File: src/verilog/utxd_pkg.sv
// Constants and register map for the transmit path with DMA select
package utxd_pkg;
  // Register indices on the plain register port
  localparam logic [2:0] UTXD_ADDR_DATA = 3'h0;
  localparam logic [2:0] UTXD_ADDR_CTRL = 3'h1;
  localparam logic [2:0] UTXD_ADDR_DMA_SEL = 3'h2;
  localparam logic [2:0] UTXD_ADDR_STATUS = 3'h3;
  localparam logic [2:0] UTXD_ADDR_BAUD = 3'h4;
  // Control register fields
  localparam int UTXD_CTRL_TX_ON = 0;
  localparam int UTXD_CTRL_NINE = 1;
  localparam int UTXD_CTRL_TWO_STOP = 2;
  localparam int UTXD_CTRL_POL_FLIP = 3;
  localparam int UTXD_CTRL_NINTH_BIT = 4;
  localparam int UTXD_CTRL_TX_EMPTY_IRQ = 5;
  localparam int UTXD_CTRL_RX_FULL_IRQ = 6;
  localparam int UTXD_CTRL_TX_DONE_IRQ = 7;
  // DMA select fields
  localparam int UTXD_DMA_TX_SEL = 7;
  localparam int UTXD_DMA_RX_SEL = 5;
  localparam logic [7:0] UTXD_DMA_SEL_MASK = 8'hA0;
  // Status fields
  localparam int UTXD_STAT_TX_FREE = 7;
  localparam int UTXD_STAT_TX_DONE = 6;
  localparam int UTXD_STAT_RX_FULL = 5;
  localparam int UTXD_STAT_TX_PIN_OWNED = 4;
  // Reset values
  localparam logic [7:0] UTXD_CTRL_RESET = 8'h00;
  localparam logic [7:0] UTXD_DMA_SEL_RESET = 8'h00;
  localparam logic [12:0] UTXD_BAUD_RESET = 13'h0004;
  // Frame base length in bits, oversample count, counter steps, idle frame
  localparam logic [3:0] UTXD_FRAME_BASE = 4'hA;
  localparam logic [3:0] UTXD_OVERSAMPLE = 4'hF;
  localparam logic [12:0] UTXD_BAUD_ONE = 13'h0001;
  localparam logic [3:0] UTXD_BIT_ONE = 4'h1;
  localparam logic [11:0] UTXD_IDLE_FRAME = 12'hFFF;

  typedef enum logic [2:0] {
    UTXD_OFF = 3'b001,
    UTXD_IDLE = 3'b010,
    UTXD_SHIFT = 3'b100
  } utxd_state_e;
endpackage

File: src/verilog/utxd_top.sv
// Transmit path, shared baud generator and interrupt or DMA request select
//
// Operation
// - Tx free plus enable: irq or DMA by bit7
// - Tx empty enable clear blocks both requests
// - Rx full plus enable: irq or DMA by bit5
// - Rx full enable clear blocks both requests
// - DMA select bits 6,4,3,2-0 read zero
// - Full duplex, one shared baud generator
// - Baud generator runs on bus clock
// - Receive timing realigns on falling edges
// - Polarity flip clear at reset, idle high
// - Enabling sends one idle preamble frame
// - Data write buffers character, else stay idle
// - Shift register 10, 11 or 12 bits
// - Default frame start, eight data, one stop
// - Buffer moves to shifter on tick, flag sets
// - Empty after stop sets done, output high
// - Tx off waits for the shifter frame to finish, buffer not sent
// - Start 0, data lsb first, stop 1
// - Polarity flip covers every output level
// - Ninth bit loaded with data in nine-bit mode
//
// The plain strobed port and the address map were left to the implementer.
`timescale 1ns/1ps
module utxd_top
  import utxd_pkg::*;
(
  input wire logic ref_clk,
  input wire logic resetn,
  input wire logic [2:0] reg_addr,
  input wire logic [7:0] reg_wdata,
  input wire logic reg_wr,
  input wire logic reg_rd,
  output logic [7:0] reg_rdata,
  input wire logic rx_buffer_full_flag,
  output logic rx_sample_tick,
  output logic baud_tick,
  output logic txd_out,
  output logic txd_oe,
  output logic tx_irq_req,
  output logic tx_dma_req,
  output logic rx_irq_req,
  output logic rx_dma_req,
  output logic tx_done_irq_req
);
  import utxd_pkg::*;

  // ****************************************
  // State
  // ****************************************
  typedef struct packed {
    utxd_state_e state;
    logic [7:0] ctrl;
    logic [7:0] dma_sel;
    logic [12:0] baud_div;
    logic [12:0] baud_cnt;
    logic [3:0] os_cnt;
    logic [11:0] shifter;
    logic [3:0] bits_left;
    logic [8:0] buf_data;
    logic buf_full;
    logic tx_done;
    logic preamble_due;
    logic [7:0] rdata;
    logic rx_tick;
    logic bit_tick;
    logic txd;
    logic oe;
    logic tx_irq;
    logic tx_dma;
    logic rx_irq;
    logic rx_dma;
    logic done_irq;
  } utxd_regs_s;

  utxd_regs_s q_r;
  utxd_regs_s q_nxt;

  // Frame length grows by one for nine-bit data and one for a second stop
  function automatic logic [3:0] frame_len(input logic [7:0] c);
    frame_len = UTXD_FRAME_BASE + {3'h0, c[UTXD_CTRL_NINE]}
      + {3'h0, c[UTXD_CTRL_TWO_STOP]};
  endfunction

  // Frame image, sent from bit 0: start, data lsb first, stops
  function automatic logic [11:0] frame_img(input logic [7:0] c, input logic [8:0] d);
    logic [11:0] f;
    f = UTXD_IDLE_FRAME;
    if (c[UTXD_CTRL_NINE]) begin
      f[9:0] = {d, 1'b0};
    end else begin
      f[8:0] = {d[7:0], 1'b0};
    end
    frame_img = f;
  endfunction

  logic tx_free;

  always_comb begin
    q_nxt = q_r;
    tx_free = !q_r.buf_full;
    q_nxt.rx_tick = 1'b0;
    q_nxt.bit_tick = 1'b0;

    // ****************************************
    // Baud generator, bus clock, 16x ticks
    // ****************************************
    // One divider feeds both directions; the receiver realigns on its own edges
    if (q_r.baud_cnt <= UTXD_BAUD_ONE) begin
      q_nxt.baud_cnt = q_r.baud_div;
      q_nxt.rx_tick = 1'b1;
      q_nxt.os_cnt = q_r.os_cnt + UTXD_BIT_ONE;
      if (q_r.os_cnt == UTXD_OVERSAMPLE) begin
        q_nxt.bit_tick = 1'b1;
      end
    end else begin
      q_nxt.baud_cnt = q_r.baud_cnt - UTXD_BAUD_ONE;
    end

    // ****************************************
    // Register port
    // ****************************************
    q_nxt.rdata = 8'h00;
    if (reg_rd) begin
      unique case (reg_addr)
        UTXD_ADDR_CTRL: q_nxt.rdata = q_r.ctrl;
        UTXD_ADDR_DMA_SEL: q_nxt.rdata = q_r.dma_sel & UTXD_DMA_SEL_MASK;
        UTXD_ADDR_STATUS: begin
          q_nxt.rdata[UTXD_STAT_TX_FREE] = tx_free;
          q_nxt.rdata[UTXD_STAT_TX_DONE] = q_r.tx_done;
          q_nxt.rdata[UTXD_STAT_RX_FULL] = rx_buffer_full_flag;
          q_nxt.rdata[UTXD_STAT_TX_PIN_OWNED] = q_r.oe;
        end
        UTXD_ADDR_BAUD: q_nxt.rdata = q_r.baud_div[7:0];
        default: q_nxt.rdata = 8'h00;
      endcase
    end
    if (reg_wr) begin
      unique case (reg_addr)
        UTXD_ADDR_DATA: begin
          // Write while full overwrites the waiting character
          q_nxt.buf_data = {q_r.ctrl[UTXD_CTRL_NINTH_BIT], reg_wdata};
          q_nxt.buf_full = 1'b1;
          q_nxt.tx_done = 1'b0;
        end
        UTXD_ADDR_CTRL: begin
          q_nxt.ctrl = reg_wdata;
          if (reg_wdata[UTXD_CTRL_TX_ON] && !q_r.ctrl[UTXD_CTRL_TX_ON]) begin
            q_nxt.preamble_due = 1'b1;
          end
        end
        UTXD_ADDR_DMA_SEL: q_nxt.dma_sel = reg_wdata & UTXD_DMA_SEL_MASK;
        UTXD_ADDR_BAUD: q_nxt.baud_div = {5'h00, reg_wdata};
        default: ;
      endcase
    end

    // ****************************************
    // Transmitter
    // ****************************************
    unique case (q_r.state)
      UTXD_OFF: begin
        q_nxt.oe = 1'b0;
        if (q_r.ctrl[UTXD_CTRL_TX_ON]) begin
          q_nxt.state = UTXD_IDLE;
          q_nxt.oe = 1'b1;
        end
      end
      UTXD_IDLE: begin
        if (q_r.bit_tick) begin
          if (q_r.preamble_due && q_r.ctrl[UTXD_CTRL_TX_ON]) begin
            q_nxt.shifter = UTXD_IDLE_FRAME;
            q_nxt.bits_left = frame_len(q_r.ctrl);
            q_nxt.preamble_due = 1'b0;
            q_nxt.state = UTXD_SHIFT;
          end else if (q_r.buf_full && q_r.ctrl[UTXD_CTRL_TX_ON]) begin
            q_nxt.shifter = frame_img(q_r.ctrl, q_r.buf_data);
            q_nxt.bits_left = frame_len(q_r.ctrl);
            q_nxt.buf_full = reg_wr && reg_addr == UTXD_ADDR_DATA;
            q_nxt.state = UTXD_SHIFT;
          end else if (!q_r.ctrl[UTXD_CTRL_TX_ON]) begin
            q_nxt.state = UTXD_OFF;
            q_nxt.oe = 1'b0;
          end
        end
      end
      UTXD_SHIFT: begin
        if (q_r.bit_tick) begin
          q_nxt.shifter = {1'b1, q_r.shifter[11:1]};
          q_nxt.bits_left = q_r.bits_left - UTXD_BIT_ONE;
          if (q_r.bits_left == UTXD_BIT_ONE) begin
            // Stop bit finished; pin stays driven until idle decides to release
            q_nxt.state = UTXD_IDLE;
            // A data write on this very edge keeps done clear
            if (!q_nxt.buf_full) begin
              q_nxt.tx_done = 1'b1;
            end
          end
        end
      end
      default: q_nxt.state = UTXD_OFF;
    endcase

    // ****************************************
    // Pin drive and request select
    // ****************************************
    q_nxt.txd = ((q_nxt.state == UTXD_SHIFT) ? q_nxt.shifter[0] : 1'b1)
      ^ q_nxt.ctrl[UTXD_CTRL_POL_FLIP];
    q_nxt.tx_irq = q_nxt.ctrl[UTXD_CTRL_TX_EMPTY_IRQ] && !q_nxt.buf_full
      && !q_nxt.dma_sel[UTXD_DMA_TX_SEL];
    q_nxt.tx_dma = q_nxt.ctrl[UTXD_CTRL_TX_EMPTY_IRQ] && !q_nxt.buf_full
      && q_nxt.dma_sel[UTXD_DMA_TX_SEL];
    q_nxt.rx_irq = q_nxt.ctrl[UTXD_CTRL_RX_FULL_IRQ] && rx_buffer_full_flag
      && !q_nxt.dma_sel[UTXD_DMA_RX_SEL];
    q_nxt.rx_dma = q_nxt.ctrl[UTXD_CTRL_RX_FULL_IRQ] && rx_buffer_full_flag
      && q_nxt.dma_sel[UTXD_DMA_RX_SEL];
    // Software keeps this enable clear while transmit DMA is in use
    q_nxt.done_irq = q_nxt.ctrl[UTXD_CTRL_TX_DONE_IRQ] && q_nxt.tx_done;
  end

  always_ff @(posedge ref_clk or negedge resetn) begin
    if (!resetn) begin
      q_r <= '{state: UTXD_OFF, ctrl: UTXD_CTRL_RESET, dma_sel: UTXD_DMA_SEL_RESET,
        baud_div: UTXD_BAUD_RESET, baud_cnt: UTXD_BAUD_RESET, os_cnt: 4'h0,
        shifter: UTXD_IDLE_FRAME, bits_left: 4'h0, buf_data: 9'h000, buf_full: 1'b0,
        tx_done: 1'b1, preamble_due: 1'b0, rdata: 8'h00, rx_tick: 1'b0,
        bit_tick: 1'b0, txd: 1'b1, oe: 1'b0, tx_irq: 1'b0, tx_dma: 1'b0,
        rx_irq: 1'b0, rx_dma: 1'b0, done_irq: 1'b0};
    end else begin
      q_r <= q_nxt;
    end
  end

  assign reg_rdata = q_r.rdata;
  assign rx_sample_tick = q_r.rx_tick;
  assign baud_tick = q_r.bit_tick;
  assign txd_out = q_r.txd;
  assign txd_oe = q_r.oe;
  assign tx_irq_req = q_r.tx_irq;
  assign tx_dma_req = q_r.tx_dma;
  assign rx_irq_req = q_r.rx_irq;
  assign rx_dma_req = q_r.rx_dma;
  assign tx_done_irq_req = q_r.done_irq;
endmodule // utxd_top

File: config.mk
export PLATFORM = sky130hd
export DESIGN_NAME = utxd_top
export DESIGN_NICKNAME = d
export VERILOG_FILES = /design/src/verilog/utxd_pkg.sv /design/src/verilog/utxd_top.sv
export SDC_FILE = /design/constraint.sdc
export NUM_CORES = 1
export LEC_CHECK = 0
export BUFFER_PORTS_ARGS = -buffer_cell sky130_fd_sc_hd__clkbuf_2
export CAP_MARGIN = 20
export CORE_ASPECT_RATIO = 0.75
export CORE_UTILIZATION = 45
export DETAILED_ROUTE_END_ITERATION = 16
export GPL_ROUTABILITY_DRIVEN = 0
export GPL_TIMING_DRIVEN = 1
export PLACE_DENSITY = 0.67
export SLEW_MARGIN = 10
export SYNTH_ARGS = -nofsm -noshare
export SYNTH_HDL_FRONTEND = slang
export SYNTH_SLANG_ARGS = --single-unit
File: constraint.sdc
create_clock -name ref_clk -period 1.8 [get_ports ref_clk]
set_input_delay 0.09 -clock ref_clk [delete_from_list [all_inputs] [get_ports ref_clk]]
set_output_delay 0.09 -clock ref_clk [all_outputs]
set_load 0.02 [all_outputs]
==> qor.yml, run 1 <==
clkPwrFrac_pct: 35.3
path_cells: "or4_4 > nor2_8 > and2_4 > buf_6 > mux2_1"
track_usage_pct: 21.65
synth-seq-cells: 83
antenna_found_initial: 0
drv_cap: 0
post-route-period-util_pct: 97.08
slew_headroom_pct: 53.08
clock-root-buffer: "clkbuf_16"
async_reset_ff_share_pct: 100.0
clock_latency_ns: 0.34
critPathMaxFanout: 5
ant_nets: 0
synth_simple_gate_area_share_pct: 18.76
cts.clk_slew.worst_paths_ns: 0.06
vias_per_cell: 5.435
synth_top_area_share_pct: 43.00
grt_max_degree: 43
overflow: 0
synthCells: 351
fin_ws_ns: 0.05255
critPathTopFamily: "simple AND/OR/NAND/NOR gates"
core_area_um2: 8093
synth.cell_area_um2: 3841
synthFlopType: "dfrtp_1"
yosysSeqAreaShare_pct: 54.63
htreeDepth: 3
dieArea_um2: 8913
drc_errors: 0
fin_crit_ns: 1.747
status: "complete, no violations"
wirelength_um: 8368
cts_made_buffers: 9
die_w_um: 108.7
p_sw_mw: 1.701
crit_start: "q_r[58]"
drt_first_pass_iters: 4
ir_worst_vdd_v: 0.0008331
reg2reg_from: "q_r[58]"
grt_pass1_wl_um: 14180
synth_edf_count: 0
worst_slew_pin_slew_ns: 0.7024
hp-class: "primary input to flop"
cp-end-kind: "flop"
place_ws_ns: 0.001178
synth.avg_cell_area_um2: 10.94
critPathKind: "flop to flop"
finalSetupTns_ns: 0
synthToLayoutAreaGrowth_pct: 20.98
p_comb_share_pct: 21.4
power_switching_share_pct: 28.58
cpPeakStageDelay_ns: 0.59
path_buf_inv: 1
die_y_um: 82.01
hold_viol: 0
max_freq_mhz: 572.3
placementRows: 28
synth_xor_area_share_pct: 3.192
start_util_pct: 47.46
hold_slack_ns: 0.003173
crit_path_start_kind: "flop"
first_iter_violations: 110
drive_gt1_share_pct: 27.56
synth_compound_area_share_pct: 9.967
grt_setup_unrepaired: "no"
cp.arrival_ns: 1.97
grt_pass1_vias: 2846
final_nets: 427
synth_mux_area_share_pct: 6.678
synthTopCellsByArea: "dfrtp_1 43%, dfstp_2 12%, mux2_1 4.1%"
leakage_nw: 2.106
cts_sinks: 83
power_frac_seq_pct: 43.3
diodes: 0
synth.net_count: 373
yosys_warnings: 0
fin_skew_ns: 0.007830
wl_per_cell_um: 16.25
yosys-top-cells-count: "66 x dfrtp_1, 36 x nand2_1, 35 x nor2_1"
numPortBuffers: 32
synth_top_family_by_area: "simple AND/OR/NAND/NOR gates"
synth_adder_area_share_pct: 1.954
route.vias.total: 2799
slew_violations: 0
synth_top_area_cell: "dfrtp_1"
setup_viol: 0
internal_power_mw: 4.251
io_pins: 33
slowest_stage: "or4_4"
hp-start: "reg_wdata[5]"
max-clock-path-buffers: 2
powerDensity_nw_per_um2: 1281
synthDistinctLibCells: 51
yosys.cell_count.top_type: "dfrtp_1"
dp_hpwl_um: 6009
r2r_setup_slack_ns: 0.05
worstPathRequired_ns: 2.02
cts_tree: "done"
[final timing paths]
path                       endpoint  cells after the start
max                         q_r[54]                      5
min                         q_r[25]                      3
max reg2reg                 q_r[54]                      5
min reg2reg                 q_r[48]                      1
max in group asynchronous   q_r[18]                      3
min in group asynchronous   q_r[63]                      2
[metrics by stage]
| step | instances | area (um^2) | total power [mW] | utilization, % |
|---|---|---|---|---|
| 6_report | 515 | 4647 | 5.952 | 57.42 |
| 5_1_grt | 515 | 4647 | 6.247 | 57.42 |
| 4_1_cts | 514 | 4628 | 5.957 | 57.19 |
| 3_5_place_dp | 492 | 4220 | 3.817 | 52.15 |
| 3_3_place_gp | 492 | 4220 | 3.770 | 52.15 |
| 2_1_floorplan | 351 | 3841 | 3.349 | - |
[power groups by stage]
stage	combinational, mW	sequential (mW)	clock (mW)
floorplan	0.810	2.54	0
global placement	1.19	2.58	0
detailed placement	1.23	2.59	0
CTS	1.24	2.57	2.15
global route	1.42	2.62	2.21
finish	1.27	2.58	2.10
[metal layers]
layer	share of wire, %	vias to the layer above	GRT usage, %
met5	0	-	0
met4	1.4	0	7.297
met3	4.0	10	5.714
met2	43	60	32.03
met1	51	1407	30.78
li1	-	1322	-
[final cells by class]
type,instances,area (um^2)
clock buffers,9,225.2
clock inverters,7,116.4
fillers,713,3446
inverters,11,41.29
multi-input cells,233,1578
flip-flops and latches,83,2098
well taps,105,131.4
repair buffers,67,456.7
[worst min-delay path, delay by kind of cell]
family | cells | cell delay (ns)
AND/OR/NAND/NOR | 2 | 0.10
buffers and inverters | 1 | 0.11
[sequential cells by signal (all words and copies together), names as in the netlist]
name	count
q_r	66
tx_irq_req	1
tx_done_irq_req	1
rx_sample_tick	1
rx_dma_req	1
txd_oe	1
tx_dma_req	1
rx_irq_req	1
reg_rdata	8
txd_out	1
baud_tick	1
[cells in the final DEF, fill, tap and decap left out, types with 3 or more instances in the layout]
cell type,n
nand2_1,36
or3_1,5
nand3b_1,3
nor3b_1,3
a22oi_1,9
o22ai_1,3
xnor2_1,10
nand2b_1,8
a221o_1,8
nor2_1,35
clkbuf_16,9
clkbuf_2,31
o221ai_1,3
nor3_1,7
inv_1,11
mux2_1,13
bufinv_16,3
ha_1,6
xor2_1,4
o21ai_0,6
buf_4,28
and2_1,6
dfstp_2,17
o21ai_1,8
nand3_1,14
nor2b_1,7
dfrtp_1,66
dlygate4sd3_1,6
mux2_2,7
[cells by family after synthesis]
kind of cell             count (synthesis)
adder cells (fa/ha/maj)                  6
AO/OA/AOI/OAI                           51
multiplexers                            23
AND/OR/NAND/NOR                        139
buffers and inverters                   35
XOR/XNOR                                14
flip-flops                              83
[repair_timing]
action	4_1_cts	5_1_grt
cloned	0	0
hold buffers	6	0
endpoints found under the setup margin	3	5
setup buffers	0	1
hold endpoints to repair	51	0
gates resized for setup	2	3
pin swaps	1	1
(Power assumes the default switching activity.)
==> run 2, diff against run 1 <==
--- a/config.mk
+++ b/config.mk
@@ -5,7 +5,7 @@
 export SDC_FILE = /design/constraint.sdc
 export NUM_CORES = 1
 export LEC_CHECK = 0
-export BUFFER_PORTS_ARGS = -buffer_cell sky130_fd_sc_hd__clkbuf_2
+export BUFFER_PORTS_ARGS = -buffer_cell sky130_fd_sc_hd__buf_2
 export CAP_MARGIN = 20
 export CORE_ASPECT_RATIO = 0.75
 export CORE_UTILIZATION = 45
==> qor.yml, run 2 (synthesized netlist as in run 1, its figures left out) <==
setup_viol: 0
critPathMaxFanout: 5
fin_skew_ns: 0.007100
rr_worst_depth: 5
slew_headroom_pct: 47.97
clock_latency_ns: 0.34
post-route-period-util_pct: 98.10
cp-end-kind: "flop"
numPortBuffers: 32
fin_crit_ns: 1.766
leakage_nw: 2.075
vias_per_cell: 5.502
fin_ws_ns: 0.03428
final_common_cell: "dfrtp_1"
powerDensity_nw_per_um2: 1253
final_nets: 420
cp.arrival_ns: 1.99
hold_viol: 1
die_y_um: 82.01
wl_per_cell_um: 16.36
grt_setup_unrepaired: "yes"
htreeDepth: 3
hp-class: "primary input to flop"
diodes: 0
finalPower_mw: 5.710
failed_checks: "negative hold slack"
reg2reg_from: "q_r[58]"
dp_cells: 489
start_util_pct: 47.46
cts_sinks: 83
max_freq_mhz: 566.3
place_ws_ns: 0.01170
io_pins: 33
ir_worst_vdd_v: 0.0009212
core_area_um2: 8093
critPathKind: "flop to flop"
drive_gt1_share_pct: 27.54
largest_reg_flops: 66
dieArea_um2: 8913
final_cell_mix: "66 x dfrtp_1, 36 x nand2_1, 35 x nor2_1"
max-clock-path-buffers: 2
placementRows: 28
cts_tree: "done"
crit_path_start_kind: "flop"
cts.clk_slew.worst_paths_ns: 0.05
dp_hpwl_um: 5957
drv_cap: 0
die_w_um: 108.7
antenna_found_initial: 0
grt_pass1_vias: 2729
ant_nets: 0
slew_violations: 0
clock-root-buffer: "clkbuf_16"
worstPathRequired_ns: 2.02
final_cells: 508
hp-start: "reg_wdata[6]"
grt_max_degree: 40
drt_first_pass_iters: 4
top_register: "q_r"
drc_errors: 0
status: "finished with violations"
worst_slew_pin_slew_ns: 0.7789
first_iter_violations: 146
hold_slack_ns: -0.0004811
min_path_cells: 3
grt_pass1_wl_um: 13770
overflow: 0
synthToLayoutAreaGrowth_pct: 18.66
cts_made_buffers: 9
crit_start: "q_r[58]"
track_usage_pct: 21.25
route.vias.total: 2795
wirelength_um: 8312
## run 2: cell types whose count changed in the layout (fill, tap and decap cells not counted), sizes merged
cell         delta
buf            +28
clkbuf         -26
dlygate4sd3     -4
bufinv          -2
clkinv          -2
clkinvlp        -1
## run 2: power breakdown
part           switching [mW]  internal (mW)  total (mW)
clock network           0.689           1.15        1.84
logic                   0.619          0.673        1.29
registers               0.328           2.25        2.58
## run 2: final timing paths
kind                                 to  slack (ns)
setup / recovery                q_r[56]        0.03
hold / removal                  q_r[26]     -0.0005
setup reg to reg                q_r[56]        0.03
hold reg to reg                 q_r[48]        0.47
max in group asynchronous       q_r[34]        0.95
min in group asynchronous  reg_rdata[0]        0.19
## run 2: per-layer routing
layer	track usage [%]	wire, um
met5	0	0
met4	6.081	104
met1	30.11	4138
met2	31.27	3664
met3	6.667	405
## run 2: critical path, stage by stage (launching register included)
cell and delay (ns):
dfrtp_1 0.38, or4_4 0.58, nor2_8 0.13, and2_4 0.14, buf_6 0.12, mux2_4 0.30
## run 2: final cells by class
class	count	area, um^2
Tap cell	105	131.4
Fill cell	687	3535
Timing Repair Buffer	60	397.9
Multi-Input combinational cell	233	1590
Clock buffer	14	264.0
Inverter	11	41.29
Sequential cell	83	2098
Clock inverter	2	35.03
## run 2: timing repair
| item | CTS | global route |
|---|---|---|
| hold buffers | 2 | 0 |
| hold endpoints to repair | 59 | 0 |
| buffers inserted | 1 | 0 |
| pin swaps | 1 | 2 |
| resized for setup | 1 | 10 |
| setup endpoints to repair | 1 | 9 |
## run 2: through the flow
stage | utilization, % | setup TNS (ns) | area (um^2)
5_1_grt | 56.32 | -0.02098 | 4558
6_report | 56.32 | 0 | 4558
3_3_place_gp | 51.87 | 0 | 4198
3_5_place_dp | 51.87 | 0 | 4198
2_1_floorplan | - | 0 | 3841
4_1_cts | 55.95 | 0 | 4528
